File: src/core/lfd_pkg.sv
package lfd_pkg;

    ////////////////////////////////////////////////////////////////////////
    // Clock and timing
    localparam int unsigned CLK_HZ       = 10_000_000;
    localparam int unsigned CLK_PER_MS   = CLK_HZ / 1000;
    localparam int unsigned CLK_PER_US   = CLK_HZ / 1_000_000;
    localparam int unsigned DEBOUNCE_MS  = 37;
    localparam int unsigned DEBOUNCE_CYC = DEBOUNCE_MS * CLK_PER_MS;
    localparam int unsigned PWM_HZ       = 220;
    localparam int unsigned DUTY_SCALE   = 1000;
    localparam int unsigned SLOT_CYC     = CLK_HZ / (PWM_HZ * DUTY_SCALE);
    localparam int unsigned GAMMA_STEPS  = 63;
    localparam logic [5:0]  TOP_IDX      = 6'h3E;
    localparam int unsigned FADE_UNIT_MS = 7;
    // 2.5 us per ohm, held as us per kilohm
    localparam int unsigned RES_US_PER_KOHM = 2500;
    localparam int unsigned CANCEL_US    = 75;
    localparam logic [19:0] STEP_REG_CYC =
        20'(FADE_UNIT_MS * CLK_PER_MS / GAMMA_STEPS);
    localparam logic [19:0] STEP_RES_CYC =
        20'(RES_US_PER_KOHM * CLK_PER_US / GAMMA_STEPS);
    localparam logic [19:0] STEP_CANCEL_CYC =
        20'(CANCEL_US * CLK_PER_US / GAMMA_STEPS);

    ////////////////////////////////////////////////////////////////////////
    // Register map
    localparam logic [7:0] ADDR_CFG      = 8'h01;
    localparam logic [7:0] ADDR_FADE_ON  = 8'h03;
    localparam logic [7:0] ADDR_FADE_OFF = 8'h04;
    localparam logic [7:0] ADDR_CTRL     = 8'h07;
    localparam logic [7:0] ADDR_STATUS   = 8'h0B;
    localparam logic [7:0] ADDR_IDX1     = 8'h0C;
    localparam logic [7:0] ADDR_IDX2     = 8'h0D;
    localparam int unsigned CFG_FIT_BIT  = 0;
    localparam int unsigned CFG_FOT_BIT  = 1;
    localparam int unsigned CFG_PWMM_BIT = 2;
    localparam int unsigned CFG_ENM_BIT  = 3;
    localparam int unsigned CTRL_PWME_BIT = 0;
    localparam logic [3:0] CFG_RST       = 4'h0;
    localparam logic [7:0] FADE_RST      = 8'h00;
    localparam logic       CTRL_RST      = 1'b0;

    ////////////////////////////////////////////////////////////////////////
    // Carriers
    typedef struct packed {
        logic en_m;
        logic pwm_m;
        logic fade_out_source_select;
        logic fade_in_source_select;
    } lfd_cfg_t;

    typedef struct packed {
        logic       wr;
        logic       rd;
        logic [7:0] addr;
        logic [7:0] wdata;
    } lfd_reg_req_t;

    typedef struct packed {
        logic       valid;
        logic [7:0] data;
    } lfd_reg_rsp_t;

    ////////////////////////////////////////////////////////////////////////
    // Gamma duty table, scale of 1000
    localparam logic [9:0] GAMMA [0:62] = '{
        10'h000, 10'h002, 10'h004, 10'h006, 10'h008, 10'h00A, 10'h00C,
        10'h010, 10'h014, 10'h018, 10'h01C, 10'h020, 10'h024, 10'h02A,
        10'h030, 10'h036, 10'h03C, 10'h042, 10'h048, 10'h050, 10'h058,
        10'h060, 10'h068, 10'h070, 10'h078, 10'h082, 10'h08C, 10'h096,
        10'h0A0, 10'h0AA, 10'h0B4, 10'h0C2, 10'h0D0, 10'h0DE, 10'h0EC,
        10'h0FA, 10'h108, 10'h11A, 10'h12C, 10'h13E, 10'h150, 10'h162,
        10'h174, 10'h18A, 10'h1A0, 10'h1B6, 10'h1CC, 10'h1E2, 10'h1F8,
        10'h216, 10'h234, 10'h252, 10'h270, 10'h28E, 10'h2AC, 10'h2D2,
        10'h2F8, 10'h31E, 10'h344, 10'h36A, 10'h392, 10'h3BC, 10'h3E8
    };

    function automatic logic [9:0] lfd_gamma(input logic [5:0] idx);
        lfd_gamma = (idx > TOP_IDX) ? GAMMA[62] : GAMMA[idx];
    endfunction : lfd_gamma

    // Cycles spent on one gamma step for the selected fade source
    function automatic logic [19:0] lfd_step_cyc(
        input logic       sel,
        input logic [7:0] regv,
        input logic [9:0] kohm
    );
        if (sel) begin
            lfd_step_cyc = (regv == 8'h00) ? STEP_CANCEL_CYC
                         : 20'(20'(regv) * STEP_REG_CYC);
        end else begin
            lfd_step_cyc = (kohm == 10'h000) ? STEP_CANCEL_CYC
                         : 20'(20'(kohm) * STEP_RES_CYC);
        end
    endfunction : lfd_step_cyc

endpackage : lfd_pkg

File: src/core/lfd_debounce.sv
`timescale 1ns/100ps
`default_nettype none
module lfd_debounce #(
    parameter int unsigned DB_CYC = 370000
) (
    // Clock and reset
    input  wire logic core_clk,
    input  wire logic rst_b,
    // Same-clock input
    input  wire logic raw,
    // Debounced level and edge pulses
    output logic      level,
    output logic      rise,
    output logic      fall
);

    logic [19:0] cnt_r;

    // Both edges must hold for the full time before the level moves
    always_ff @(posedge core_clk) begin
        if (!rst_b) begin
            cnt_r <= 20'h00000;
            level <= 1'b0;
            rise  <= 1'b0;
            fall  <= 1'b0;
        end else begin
            rise <= 1'b0;
            fall <= 1'b0;
            if (raw == level) begin
                cnt_r <= 20'h00000;
            end else if (cnt_r == 20'(DB_CYC - 1)) begin
                cnt_r <= 20'h00000;
                level <= raw;
                rise  <= raw;
                fall  <= ~raw;
            end else begin
                cnt_r <= cnt_r + 20'h00001;
            end
        end
    end

endmodule : lfd_debounce
`default_nettype wire

File: src/core/lfd_pwm_base.sv
`timescale 1ns/100ps
`default_nettype none
module lfd_pwm_base (
    // Clock and reset
    input  wire logic       core_clk,
    input  wire logic       rst_b,
    // Duty slot, 0 to 999 within one 220 Hz frame
    output logic [9:0]      slot
);

    logic [7:0] sub_r;

    always_ff @(posedge core_clk) begin
        if (!rst_b) begin
            sub_r <= 8'h00;
            slot  <= 10'h000;
        end else if (sub_r == 8'(lfd_pkg::SLOT_CYC - 1)) begin
            sub_r <= 8'h00;
            slot  <= (slot == 10'(lfd_pkg::DUTY_SCALE - 1))
                   ? 10'h000 : slot + 10'h001;
        end else begin
            sub_r <= sub_r + 8'h01;
        end
    end

endmodule : lfd_pwm_base
`default_nettype wire

File: src/core/lfd_fade_ctrl.sv
`timescale 1ns/100ps
`default_nettype none
module lfd_fade_ctrl #(
    parameter int unsigned DEBOUNCE_CYC = lfd_pkg::DEBOUNCE_CYC
) (
    // Clock and reset
    input  wire logic                 core_clk,
    input  wire logic                 rst_b,
    // Register port
    input  wire lfd_pkg::lfd_reg_req_t reg_req,
    output lfd_pkg::lfd_reg_rsp_t     reg_rsp,
    // Channel enable pins, asynchronous
    input  wire logic [1:0]           channel_enable_pins,
    // Fade resistor values in kilohm, zero when grounded
    input  wire logic [9:0]           rise_time_resistor_pin,
    input  wire logic [9:0]           fall_time_resistor_pin,
    // Supply comparators, asynchronous
    input  wire logic                 supply_below_lock,
    input  wire logic                 supply_below_hold,
    input  wire logic                 supply_above_resume,
    // Current source gates
    output logic [1:0]                high_current_outputs
);

    ////////////////////////////////////////////////////////////////////////
    // Registers
    lfd_pkg::lfd_cfg_t cfg_r;
    logic [7:0]        fade_on_time_r;
    logic [7:0]        fade_off_time_r;
    logic              pwm_e_r;

    always_ff @(posedge core_clk) begin
        if (!rst_b) begin
            cfg_r           <= lfd_pkg::CFG_RST;
            fade_on_time_r  <= lfd_pkg::FADE_RST;
            fade_off_time_r <= lfd_pkg::FADE_RST;
            pwm_e_r         <= lfd_pkg::CTRL_RST;
        end else if (reg_req.wr) begin
            unique case (reg_req.addr)
                lfd_pkg::ADDR_CFG: begin
                    cfg_r.fade_in_source_select   <= reg_req.wdata[lfd_pkg::CFG_FIT_BIT];
                    cfg_r.fade_out_source_select   <= reg_req.wdata[lfd_pkg::CFG_FOT_BIT];
                    cfg_r.pwm_m <= reg_req.wdata[lfd_pkg::CFG_PWMM_BIT];
                    cfg_r.en_m  <= reg_req.wdata[lfd_pkg::CFG_ENM_BIT];
                end
                lfd_pkg::ADDR_FADE_ON:  fade_on_time_r  <= reg_req.wdata;
                lfd_pkg::ADDR_FADE_OFF: fade_off_time_r <= reg_req.wdata;
                lfd_pkg::ADDR_CTRL: begin
                    pwm_e_r <= reg_req.wdata[lfd_pkg::CTRL_PWME_BIT];
                end
                default: begin
                end
            endcase
        end
    end

    ////////////////////////////////////////////////////////////////////////
    // Pin synchronisers
    logic [1:0]  en_s1_r;
    logic [1:0]  en_s2_r;
    logic [2:0]  sup_s1_r;
    logic [2:0]  sup_s2_r;
    logic [19:0] res_s1_r;
    logic [19:0] res_s2_r;

    always_ff @(posedge core_clk) begin
        if (!rst_b) begin
            en_s1_r  <= 2'h0;
            en_s2_r  <= 2'h0;
            sup_s1_r <= 3'h0;
            sup_s2_r <= 3'h0;
            res_s1_r <= 20'h00000;
            res_s2_r <= 20'h00000;
        end else begin
            en_s1_r  <= channel_enable_pins;
            en_s2_r  <= en_s1_r;
            sup_s1_r <= {supply_above_resume, supply_below_hold,
                         supply_below_lock};
            sup_s2_r <= sup_s1_r;
            res_s1_r <= {fall_time_resistor_pin, rise_time_resistor_pin};
            res_s2_r <= res_s1_r;
        end
    end

    ////////////////////////////////////////////////////////////////////////
    // Debounce of both pins and of the software bit
    logic [1:0] en_lvl;
    logic [1:0] en_rise;
    logic [1:0] en_fall;
    logic       sw_lvl;
    logic       sw_rise;
    logic       sw_fall;

    for (genvar g = 0; g < 2; g++) begin : g_en_db
        lfd_debounce #(
            .DB_CYC (DEBOUNCE_CYC)
        ) u_en_db (
            .core_clk (core_clk),
            .rst_b    (rst_b),
            .raw      (en_s2_r[g]),
            .level    (en_lvl[g]),
            .rise     (en_rise[g]),
            .fall     (en_fall[g])
        );
    end

    // Soft bit is same-clock: no synchroniser
    lfd_debounce #(
        .DB_CYC (DEBOUNCE_CYC)
    ) u_sw_db (
        .core_clk (core_clk),
        .rst_b    (rst_b),
        .raw      (pwm_e_r),
        .level    (sw_lvl),
        .rise     (sw_rise),
        .fall     (sw_fall)
    );

    ////////////////////////////////////////////////////////////////////////
    // Undervoltage lockout
    logic uvlo_r;
    logic hold_lost;

    assign hold_lost = sup_s2_r[1];

    // Locks on either low level; frees only on resume
    always_ff @(posedge core_clk) begin
        if (!rst_b) begin
            uvlo_r <= 1'b0;
        end else if (sup_s2_r[0] || hold_lost) begin
            uvlo_r <= 1'b1;
        end else if (sup_s2_r[2]) begin
            uvlo_r <= 1'b0;
        end
    end

    ////////////////////////////////////////////////////////////////////////
    // Trigger arbitration
    // Pin event beats same-cycle soft event
    logic [1:0] on_r;
    logic [1:0] req_v;
    logic [1:0] req_val;

    always_comb begin
        logic sw_v;
        logic en_v;
        logic en_val;

        en_v   = 1'b0;
        en_val = 1'b0;
        sw_v = ~cfg_r.pwm_m & (sw_rise | sw_fall);
        for (int i = 0; i < 2; i++) begin
            if (cfg_r.en_m) begin
                en_v   = en_fall[i];
                en_val = ~on_r[i];
            end else begin
                en_v   = en_rise[i] | en_fall[i];
                en_val = en_rise[i];
            end
            req_v[i]   = en_v | sw_v;
            req_val[i] = en_v ? en_val : sw_rise;
        end
    end

    ////////////////////////////////////////////////////////////////////////
    // Ramp state per channel
    logic [5:0]  idx_r [0:1];
    logic [19:0] tmr_r [0:1];
    logic [19:0] up_len;
    logic [19:0] dn_len;

    // Step share of the fade used up
    function automatic logic step_done(
        input logic [19:0] tmr,
        input logic [19:0] len
    );
        step_done = tmr >= len - 20'h00001;
    endfunction : step_done

    assign up_len = lfd_pkg::lfd_step_cyc(cfg_r.fade_in_source_select, fade_on_time_r,
                                          res_s2_r[9:0]);
    assign dn_len = lfd_pkg::lfd_step_cyc(cfg_r.fade_out_source_select, fade_off_time_r,
                                          res_s2_r[19:10]);

    always_ff @(posedge core_clk) begin
        if (!rst_b) begin
            on_r <= 2'h0;
            for (int i = 0; i < 2; i++) begin
                idx_r[i] <= 6'h00;
                tmr_r[i] <= 20'h00000;
            end
        end else if (hold_lost) begin
            on_r <= 2'h0;
            for (int i = 0; i < 2; i++) begin
                idx_r[i] <= 6'h00;
                tmr_r[i] <= 20'h00000;
            end
        end else begin
            for (int i = 0; i < 2; i++) begin
                if (req_v[i] && (req_val[i] != on_r[i])) begin
                    on_r[i]  <= req_val[i];
                    tmr_r[i] <= 20'h00000;
                end else if (on_r[i] && idx_r[i] != lfd_pkg::TOP_IDX) begin
                    if (step_done(tmr_r[i], up_len)) begin
                        tmr_r[i] <= 20'h00000;
                        idx_r[i] <= idx_r[i] + 6'h01;
                    end else begin
                        tmr_r[i] <= tmr_r[i] + 20'h00001;
                    end
                end else if (!on_r[i] && idx_r[i] != 6'h00) begin
                    if (step_done(tmr_r[i], dn_len)) begin
                        tmr_r[i] <= 20'h00000;
                        idx_r[i] <= idx_r[i] - 6'h01;
                    end else begin
                        tmr_r[i] <= tmr_r[i] + 20'h00001;
                    end
                end else begin
                    tmr_r[i] <= 20'h00000;
                end
            end
        end
    end

    ////////////////////////////////////////////////////////////////////////
    // Output modulation
    logic [9:0] slot;

    lfd_pwm_base u_pwm_base (
        .core_clk (core_clk),
        .rst_b    (rst_b),
        .slot     (slot)
    );

    // Ramp runs on under lockout unless below hold level; only gates forced off
    always_ff @(posedge core_clk) begin
        if (!rst_b) begin
            high_current_outputs <= 2'h0;
        end else begin
            for (int i = 0; i < 2; i++) begin
                if (uvlo_r) begin
                    high_current_outputs[i] <= 1'b0;
                end else if (cfg_r.pwm_m) begin
                    high_current_outputs[i] <= pwm_e_r;
                end else begin
                    high_current_outputs[i] <=
                        slot < lfd_pkg::lfd_gamma(idx_r[i]);
                end
            end
        end
    end

    ////////////////////////////////////////////////////////////////////////
    // Register read
    always_ff @(posedge core_clk) begin
        if (!rst_b) begin
            reg_rsp <= '0;
        end else begin
            reg_rsp.valid <= reg_req.rd;
            if (reg_req.rd) begin
                unique case (reg_req.addr)
                    lfd_pkg::ADDR_CFG:      reg_rsp.data <= {4'h0, cfg_r};
                    lfd_pkg::ADDR_FADE_ON:  reg_rsp.data <= fade_on_time_r;
                    lfd_pkg::ADDR_FADE_OFF: reg_rsp.data <= fade_off_time_r;
                    lfd_pkg::ADDR_CTRL:     reg_rsp.data <= {7'h00, pwm_e_r};
                    lfd_pkg::ADDR_STATUS: begin
                        // Pins 5:4, soft 3, lockout 2, latches 1:0
                        reg_rsp.data <= {2'h0, en_lvl, sw_lvl, uvlo_r, on_r};
                    end
                    lfd_pkg::ADDR_IDX1:     reg_rsp.data <= {2'h0, idx_r[0]};
                    lfd_pkg::ADDR_IDX2:     reg_rsp.data <= {2'h0, idx_r[1]};
                    default:                reg_rsp.data <= 8'h00;
                endcase
            end
        end
    end

endmodule : lfd_fade_ctrl
`default_nettype wire

File: config.mk
export PLATFORM = sky130hd
export DESIGN_NAME = lfd_fade_ctrl
export DESIGN_NICKNAME = d
export VERILOG_FILES = /design/src/core/lfd_pkg.sv /design/src/core/lfd_debounce.sv /design/src/core/lfd_pwm_base.sv /design/src/core/lfd_fade_ctrl.sv
export SDC_FILE = /design/constraint.sdc
export NUM_CORES = 1
export LEC_CHECK = 0
export ABC_CLOCK_PERIOD_IN_PS = 10300
export BUFFER_PORTS_ARGS = -buffer_cell sky130_fd_sc_hd__buf_4
export CORE_ASPECT_RATIO = 1.5
export CORE_MARGIN = 2
export CORE_UTILIZATION = 49
export CTS_BUF_LIST = sky130_fd_sc_hd__clkbuf_2
export DETAILED_ROUTE_END_ITERATION = 12
export GPL_TIMING_DRIVEN = 0
export HOLD_SLACK_MARGIN = 0.12
export PLACE_DENSITY = 0.65
export SETUP_SLACK_MARGIN = 0.1
export SYNTH_ARGS = -nofsm -noshare
export SYNTH_HDL_FRONTEND = slang
export SYNTH_SLANG_ARGS = --single-unit
File: constraint.sdc
create_clock -name core_clk -period 10.3 [get_ports core_clk]
set_clock_uncertainty 0.15 [all_clocks]
set_input_delay 0.515 -clock core_clk [delete_from_list [all_inputs] [get_ports core_clk]]
set_output_delay 0.515 -clock core_clk [all_outputs]
set_load 0.01 [all_outputs]
======== Word-level counts from Yosys, hierarchy flattened ========
Memory sizes are Yosys's and may differ from the RTL's.
Cells that the tools add are included.
storage, ports and cells
  bits in registers ....................... 172
  bits in latches ......................... 0
  RAM bits ................................ 52
  memory bits (read-only) ................. 1280
  bits of input ports ..................... 45
  memories kept ........................... 4
memories
  name             words  width  rd ports  clocked after memory_dff  write ports  line                  RTL
  (no name shown)  64     10     1         0                         0            lfd_pkg.sv:80         lfd_gamma = (idx > TOP_IDX) ? GAMMA[62] : GAMMA[idx];
  (no name shown)  64     10     1         0                         0            lfd_pkg.sv:80
  tmr_r            2      20     2         0                         2            lfd_fade_ctrl.sv:168  logic [19:0] tmr_r [0:1];
  idx_r            2      6      2         0                         2            lfd_fade_ctrl.sv:167  logic [5:0] idx_r [0:1];
cells by class
  $add $sub $neg .......................... 13
  multiply operators ...................... 4
  divide/modulo/power cells ............... 0
  $lt $le $gt $ge ......................... 10
  eq/ne operators ......................... 19
  shift-type cells ........................ 0
  multiplexer cells ....................... 120
  bitwise gates (word level) .............. 41
  reductions and logical operators ........ 32
operator list
  kind                   number
  $mux 20                14
  $mux 19                6
  $add 20x1->20 const B  5
  $mux 1                 86
  $ge 20x20->1           4
  $mux 10                7
  $eq 20x19->1 const B   3
  $pmux 8 s7             1
  $sub 20x1->20 const B  2
  $mul 8x11->19 const B  2
  $mux 6                 6
  $mul 10x7->17 const B  2
  $or 1x1->1             25
  $eq 8x4->1 const B     3
  $logic_not 10->1       2
  $lt 10x10->1           2
  $reduce_or 3->1        6
  $eq 8x3->1 const B     2
  $logic_not 8->1        2
  $ge 7x7->1 const B     2
  $not 6->7              2
  $reduce_and 2->1       7
  $not 1->1              13
  $add 6x1->6 const B    2
  18 further kinds       33

======== Longest topological paths before layout ========
Gate-level depths: netlist of the first run.
  depth in word-level cells ............... 16
  mapped depth ............................ 34
  gate-level depth less buffers ........... 34

======== By module ========
A second synthesis of the first run with hierarchy kept.
second synthesis, totals
  cells, all modules ...................... 2369
  area total of the unflattened synthesis .. 20404.6 sq um
modules (own cells, without submodules)
  module         instances  cells an instance  area an instance (sq um)
  lfd_fade_ctrl  1          1925               16385.7
  lfd_debounce   3          117                1057.3
  lfd_pwm_base   1          93                 847.1

======== Worst setup path after synthesis of the first run ========
OpenSTA, ideal clock, no wires.
  path type ............................... reg-to-reg
  start ................................... register fade_off_time_r[5]
  end ..................................... memory idx_r[0][5], data pin
  library setup time ...................... 0.257 ns
  arrival time ............................ 7.553 ns
  data required time ...................... 9.893 ns
  path slack .............................. 2.340 ns
  stages on the path, launching flop included .. 34
  buffers on the path ..................... 0
  period minus slack after synthesis ...... 7.960 ns
  cell sequence ........................... dfxtp_1 > fa_1 > inv_1 > fa_1 > inv_1 > fa_1 > inv_1 > fa_1 > inv_1 > ha_1 > and3_1 > or2_1 > nor3_1 > nor3_1 > a2111oi_2 > nand2_1 > or3_1 > or2_2 > xor2_1 > ha_1 > nand4_1 > nor2_1 > a221o_1 > maj3_1 > a22oi_4 > inv_1 > ha_1 > a21o_1 > a21oi_1 > o21bai_1 > a21oi_1 > xnor2_1 > xnor2_1 > nor2_1
RTL lines
  item                    line                  RTL
  start, declared         lfd_fade_ctrl.sv:29   logic [7:0] fade_off_time_r;
  start signal, assigned  lfd_fade_ctrl.sv:36   fade_off_time_r <= lfd_pkg::FADE_RST;
  start signal, assigned  lfd_fade_ctrl.sv:47   lfd_pkg::ADDR_FADE_OFF: fade_off_time_r <= reg_req.wdata;
  end, declared           lfd_fade_ctrl.sv:167

==> results of run 1 <==
per-stage QoR:
stage                     cells  cell area (sq um)  hold WS, ns  setup slack (ns)
after floorplan            2397              20600        0.262              2.34
after global placement     3007              21600        0.264              1.59
after detailed placement   3007              21600        0.268              1.47
after CTS                  3194              23000        0.128              1.42
after global routing       3195              23000        0.189             0.960
final                      3195              23000        0.191              1.40
critical path, delay by kind of cell, from the launching register on:
kind | cells | cell delay (ns)
AND/OR/NAND/NOR | 10 | 1.71
buffers and inverters | 5 | 0.37
XOR/XNOR | 3 | 0.58
adder cells (fa/ha/maj) | 8 | 3.52
flip-flops | 1 | 0.48
AO/OA/AOI/OAI | 7 | 1.85
state kept, by name, summed over array words and instances, names as in the netlist, 3 cells and up:
signal and cells:
u_pwm_base.slot 10, tmr_r 40, res_s1_r 20, cfg_r 4
fade_on_time_r 8, sup_s1_r 3, idx_r 12, fade_off_time_r 8
g_en_db.u_en_db.cnt_r 40, sup_s2_r 3, u_sw_db.cnt_r 20, res_s2_r 20
u_pwm_base.sub_r 8, reg_rsp 9
layout by cell type, fill, tap and decap left out, types with 64 or more instances in the layout:
cell type,count
ha_1,314
nor2_1,229
inv_1,180
dfxtp_1,172
nand2_1,159
a21oi_1,106
nand3_1,101
xor2_1,97
o21ai_0,92
dlygate4sd3_1,81
clkbuf_2,77
xnor2_1,76
and2_1,64
cell families after synthesis:
kind of cell,Yosys count
AND/OR/NAND/NOR,799
AO/OA/AOI/OAI,507
XOR/XNOR,173
flip-flops,224
buffers and inverters,258
adder cells (fa/ha/maj),375
other,1
multiplexers,21
synthesized netlist by cell type (all sizes together) (6+ instances only):
cell      n
a211oi   28
a21boi   24
a21o     43
a21oi   108
a221oi   12
a22oi    18
a311oi    7
a31oi    21
and2     65
and3     46
and4     12
buf      21
clkbuf   57
dfxtp   172
edfxtp   52
fa       53
ha      314
inv     180
maj3      8
mux2i    18
nand2   159
nand2b   23
nand3   101
nand4    28
nor2    231
nor2b    31
nor3     31
nor3b    11
nor4     13
nor4b     6
o211ai   25
o21a     14
o21ai   104
o21bai    6
o22ai    23
o31ai     8
or3      18
xnor2    76
xor2     97
worst paths after layout:
kind	start	to	slack, ns
worst max-delay path	fade_off_time_r[5]	idx_r[0][5]	1.40
worst min-delay path	reg_req[11]	reg_rsp[0]	0.19
worst max register to register	fade_off_time_r[5]	idx_r[0][5]	1.40
worst min register to register	res_s1_r[14]	res_s2_r[14]	0.25
report_power, final:
| group | internal (W) | switching [W] | leakage (nW) | total (W) |
|---|---|---|---|---|
| combinational | 0.000550 | 0.000816 | 7.96 | 0.00137 |
| sequential | 0.000958 | 0.0000609 | 1.94 | 0.00102 |
| clock | 0.000263 | 0.000398 | 0.407 | 0.000661 |
repair_timing:
action / CTS / global route
endpoints found under the setup margin: 0 / 0
hold buffers: 81 / 0
resized for setup: 0 / 0
hold endpoints to repair: 75 / 0
metal layers:
metal  wire length (um)  global-route usage, %  up-vias
li1                   -                      -     8862
met1              21000                   27.1     8457
met2              29000                   48.7      404
met3               1800                   3.07      152
met4               2750                   13.5        0
met5                  0                      0        -
final cells by class:
| type | instances | area (sq um) | area share, % |
|---|---|---|---|
| Buffer | 78 | 319 | 1.39 |
| Clock inverter | 29 | 181 | 0.788 |
| Timing Repair Buffer | 133 | 1200 | 5.22 |
| Multi-Input combinational cell | 1915 | 14600 | 63.2 |
| Antenna cell | 1 | 2.50 | 0.0109 |
| Inverter | 180 | 676 | 2.94 |
| Tap cell | 558 | 698 | 3.03 |
| Sequential cell | 224 | 5000 | 21.7 |
| Clock buffer | 77 | 385 | 1.67 |
==> run metrics, run 1 <==
simple-gate portion of the synthesized area 19.9%; port buffer count 52; Slew Limit Fails 0; layout cell share with drive strength beyond 1 7.51%; Synth Area in Compound Gates 17.2%; status complete, no violations; Clk pin slew, worst setup/hold paths 0.12 ns; fmax 112 MHz; Final Hold Viols 0; setup_tns 0 ns; #FFs+latches synth 224; pwr dens 132 mW/mm^2; # IOs 56; drc violations 0; critical path's largest stage delay 0.59 ns; Ys Warns 0; DRT iter0 DRCs 695; num rows 91; number of global-route vias before repair 18285; antenna-violating nets left 0; WP data arrival 9.47 ns; DIE AREA 0.0433 sq mm; RSZ-0062 raised after global routing no; kind of critical path flop to flop; CTS tree yes; Layout Nets 3000; wire length of the first global-routing pass 89600 um; Placer Congestion 0.921; P_leak 10.3 nW; clock sinks 224; clk_lat worst skew 0.97 ns; total number of vias 17875; most used cell along the critical path inv_1; fin util 56.0%; Layout fillers 3813; largest area contributor in the netlist ha_1; grt total ovfl 0; Final Power 0.00305 W; largest family of logic cells by synthesized area adder cells; Die Y 254 um; antenna violations before repair 1; XOR/XNOR Fraction of Synth Area 7.43%; max-cap viol count 0; Vias per Instance 5.59; Post-synth EDFFs 52; fraction of registers with async set/reset 0%; mux cell area share after synthesis 1.21%; Layout area overhead 12.8%; WP data required 10.87 ns; Synth top area share 19.3%; largest net degree at the start of global routing 18; Hold Path Stages 6; worst-margin pin slew 1.20 ns; Starting Density 49.6%; final wirelength 54600 um; Post-Syn Instances 2358; root buf cell clkbuf_2; maximum net fanout on the critical path 8; slowest CP cell fa_1; Max-slew headroom 19.0%; CTS Buffer Depth 3; final setup fails 0; Hold Crit Class input pin to flop; Initial DRT Pass Iterations 7; minimum clock period after layout 8.90 ns; GR Util All Layers 25.5%; top cells by area, synth ha_1 19%, dfxtp_1 17%, edfxtp_1 7.7%; CP Capture Type flop; post-synthesis adder-cell area fraction 24.9%; Post-Syn Area 0.0204 sq mm; Setup Fix Bufs, Post-CTS 0; average wire per standard cell 17.1 um; Mean Syn Cell Area 8.65 sq um; H-tree depth 2; Seq/Total Area, Yosys 24.5%; Die W 171 um; Yosys cell types 105; Detailed Place HPWL 42800 um; ys flop type dfxtp_1; startpoint types flop; FF-to-FF path depth 33; Max rail drop VDD 84.1 uV; clock buffer count from CTS 56; Final period util 86.4%; total core area 0.0411 sq mm
Power figures use the tool's default switching activity.
==> run 2, diff against run 1 <==
--- a/config.mk
+++ b/config.mk
@@ -5,6 +5,7 @@
 export SDC_FILE = /design/constraint.sdc
 export NUM_CORES = 1
 export LEC_CHECK = 0
+export ABC_AREA = 1
 export ABC_CLOCK_PERIOD_IN_PS = 10300
 export BUFFER_PORTS_ARGS = -buffer_cell sky130_fd_sc_hd__buf_4
 export CORE_ASPECT_RATIO = 1.5
@@ -15,7 +16,7 @@
 export GPL_TIMING_DRIVEN = 0
 export HOLD_SLACK_MARGIN = 0.12
 export PLACE_DENSITY = 0.65
-export SETUP_SLACK_MARGIN = 0.1
+export SETUP_SLACK_MARGIN = 0.4
 export SYNTH_ARGS = -nofsm -noshare
 export SYNTH_HDL_FRONTEND = slang
 export SYNTH_SLANG_ARGS = --single-unit
==> run 2 against run 1 <==
  * Maximum frequency is essentially flat
  * Register-to-register slack is essentially flat
  * First-iteration DRC count rose by 46%
  * Final cell count rose by 18%
  * Die area grew 2.2%
  * Utilization shrank 0.13 points
  * Critical path depth up 15
  * Final area is 2.0% higher
  * Synthesized cell count is 25% higher
  * Hold slack improved by 0.064 ns
  * Clock power decreased by 7.4%
  * Wire length rose by 7.1%
  * Critical path type unchanged
  * Largest power group unchanged
==> run metrics, run 2 <==
status complete, no violations (unchanged); largest area contributor in the netlist ha_1 (unchanged); critical path's largest stage delay 0.59 ns (about the same); antenna violations before repair 2 (was 1); final setup fails 0 (unchanged); Initial DRT Pass Iterations 6 (was 7); Post-synth EDFFs 52 (unchanged); Starting Density 49.6% (about the same); Final Hold Viols 0 (unchanged); Max rail drop VDD 79.4 uV (was 84.1 uV); Clk pwr share 23.2% (was 21.7%); CTS Buffer Depth 3 (unchanged); clock buffer count from CTS 54 (was 56); fraction of registers with async set/reset 0% (unchanged); maximum net fanout on the critical path 7 (was 8); total core area 0.0420 sq mm (was 0.0411 sq mm); ys flop type dfxtp_1 (unchanged); clk_lat worst skew 0.98 ns (was 0.97 ns); Slew Limit Fails 0 (unchanged); Placer Congestion 0.932 (was 0.921); Combinational Power Share 39.3% (was 44.8%); H-tree depth 2 (unchanged); setup_tns 0 ns (unchanged); Post-synth top cells 626 x nand2_1, 515 x inv_1, 314 x ha_1 (was 314 x ha_1, 229 x nor2_1, 180 x inv_1); GR Util All Layers 27.0% (was 25.5%); Setup Fix Bufs, Post-CTS 0 (unchanged); Post-Syn Instances 2936 (was 2358); root buf cell clkbuf_2 (unchanged); Clk pin slew, worst setup/hold paths 0.13 ns (was 0.12 ns); DRT iter0 DRCs 1018 (was 695); wire length of the first global-routing pass 96600 um (was 89600 um); max-cap viol count 0 (unchanged); CTS tree yes (unchanged); Layout Nets 3582 (was 3000); worst-margin pin slew 0.991 ns (was 1.20 ns); final wirelength 58400 um (was 54600 um); # IOs 56 (unchanged); CP Capture Type flop (unchanged); slowest CP cell nor4_1 (was fa_1); Mean Syn Cell Area 7.10 sq um (was 8.65 sq um); Detailed Place HPWL 47200 um (was 42800 um); drc violations 0 (unchanged); startpoint types flop (unchanged); post_cts resized 0 (unchanged); kind of critical path flop to flop (unchanged); Die Y 257 um (was 254 um); reg-to-reg startpoint fade_off_time_r[7] (was fade_off_time_r[5]); Seq/Total Area, Yosys 24.0% (was 24.5%); Yosys cell types 63 (was 105); Int Pwr 0.00154 W (was 0.00177 W); #FFs+latches synth 224 (unchanged); clock sinks 224 (unchanged); Ys Warns 0 (unchanged); num rows 92 (was 91); largest registers g_en_db.u_en_db.cnt_r (40), tmr_r (40) (unchanged); Synth top area share 18.8% (was 19.3%); P_leak 11.9 nW (was 10.3 nW); most frequent cells in the layout 626 x nand2_1, 515 x inv_1, 314 x ha_1 (was 314 x ha_1, 229 x nor2_1, 180 x inv_1); antenna-violating nets left 0 (unchanged); Flop pwr share 37.5% (was 33.5%); Psw 0.00110 W (was 0.00128 W); minimum clock period after layout 8.89 ns (was 8.90 ns); largest net degree at the start of global routing 16 (was 18); Hold Buf Count CTS 85 (was 81); number of global-route vias before repair 20084 (was 18285); grt total ovfl 0 (unchanged); most used cell along the critical path nand2_1 (was inv_1); DIE AREA 0.0443 sq mm (was 0.0433 sq mm); Die W 172 um (was 171 um); pwr dens 112 mW/mm^2 (was 132 mW/mm^2); layout cell share with drive strength beyond 1 6.20% (was 7.51%); Hold Crit Class flop to flop (was input pin to flop); Reg2Reg Setup Slack 1.41 ns (was 1.40 ns); port buffer count 54 (was 52); leading cell type in the layout, fill and taps excluded nand2_1 (was ha_1); total number of vias 19726 (was 17875); RR Endpoint idx_r[0][5] (unchanged); hold wc startpoint en_s1_r[0] (was reg_req[11]); cell with the most instances after synthesis nand2_1 (was ha_1); RSZ-0062 raised after global routing no (unchanged); FF-to-FF path depth 48 (was 33); Hold Path Stages 2 (was 6); Vias per Instance 5.22 (was 5.59); fmax 112 MHz (about the same); Final period util 86.3% (was 86.4%); top cells by area, synth ha_1 19%, dfxtp_1 17%, nand2_1 11% (was ha_1 19%, dfxtp_1 17%, edfxtp_1 7.7%); WP data required 10.82 ns (was 10.87 ns); Sw Ratio 41.8% (was 41.9%); Hold WS 0.254 ns (was 0.191 ns); Post-Syn Area 0.0209 sq mm (was 0.0204 sq mm); WP data arrival 9.41 ns (was 9.47 ns); Layout area overhead 12.6% (was 12.8%); Hold Path End en_s2_r[0] (was reg_rsp[0]); average wire per standard cell 15.5 um (was 17.1 um); Max-slew headroom 33.8% (was 19.0%)
==> run 2: cell count changes after synthesis, sizes merged, moves of 29 or more <==
cell / before / now
a21o: 43 / 3
a21oi: 108 / 193
and2: 65 / 5
and3: 46 / 1
inv: 180 / 520
nand2: 159 / 635
nand3: 101 / 201
nand4: 28 / 57
nor2b: 31 / 0
nor3: 31 / 64
xnor2: 76 / 29
xor2: 97 / 58
==> run 2: through the flow <==
stage          setup slack, ns  cells  power, W  util [%]  instance area (sq um)
2_1_floorplan             2.87   2975   0.00170         -                  21000
3_3_place_gp              1.64   3593   0.00198      52.6                  22100
3_5_place_dp              1.51   3593   0.00201      52.6                  22100
4_1_cts                   1.38   3776   0.00265      55.9                  23500
5_1_grt                  0.620   3777   0.00284      55.9                  23500
6_report                  1.41   3778   0.00264      55.9                  23500
==> run 2: logic make-up after synthesis <==
kind of cell | synth area share [%]
adders and majority gates | 23.9
AOI/OAI and AO/OA | 11.1
and+or+nand+nor | 26.9
other | 0.0180
buffers and inverters | 10.4
DFF | 24.0
xor gates and xnor gates | 3.65
==> run 2: power groups by stage <==
stage	clock (W)	sequential, W	combinational, W
floorplan	0	0.000991	0.000706
detailed placement	0	0.00101	0.000997
CTS	0.000639	0.000988	0.00102
global route	0.000680	0.000994	0.00117
global placement	0	0.00101	0.000978
finish	0.000612	0.000988	0.00104
==> run 2: final cells by class <==
class / instances / area, sq um
Clock inverter: 19 / 108
Multi-Input combinational cell: 2183 / 13800
Buffer: 44 / 193
Tap cell: 564 / 706
Timing Repair Buffer: 139 / 1260
Inverter: 524 / 1970
Antenna cell: 2 / 5.00
Clock buffer: 79 / 395
Sequential cell: 224 / 5000
Fill cell: 4068 / 18500
==> run 2: how the worst max path moves through the flow <==
stage	from	end	slack, ns
after floorplan	fade_off_time_r[5]	idx_r[0][5]	2.87
after global placement	fade_off_time_r[5]	idx_r[0][5]	1.64
after detailed placement	fade_off_time_r[5]	idx_r[0][5]	1.51
after CTS	fade_off_time_r[5]	idx_r[0][5]	1.38
after global routing	fade_off_time_r[6]	idx_r[0][5]	0.62
final	fade_off_time_r[7]	idx_r[0][5]	1.41
==> run 2: worst max-delay path: cells and delay by family, from the launching register on <==
| family | cells | cell delay (ns) |
|---|---|---|
| adder cells (fa/ha/maj) | 7 | 3.06 |
| AND/OR/NAND/NOR | 26 | 3.00 |
| AO/OA/AOI/OAI | 4 | 0.82 |
| buffers and inverters | 9 | 0.71 |
| flip-flops | 1 | 0.44 |
| XOR/XNOR | 2 | 0.41 |
==> run 2: per-layer routing <==
layer	part of all wire, %	vias up	wire length (um)	track usage (%)
met5	0	-	0	0
met4	5.9	0	3470	14.7
met3	3.7	168	2140	3.13
met2	50	444	29500	49.5
met1	40	9026	23300	29.9
li1	-	10088	-	-
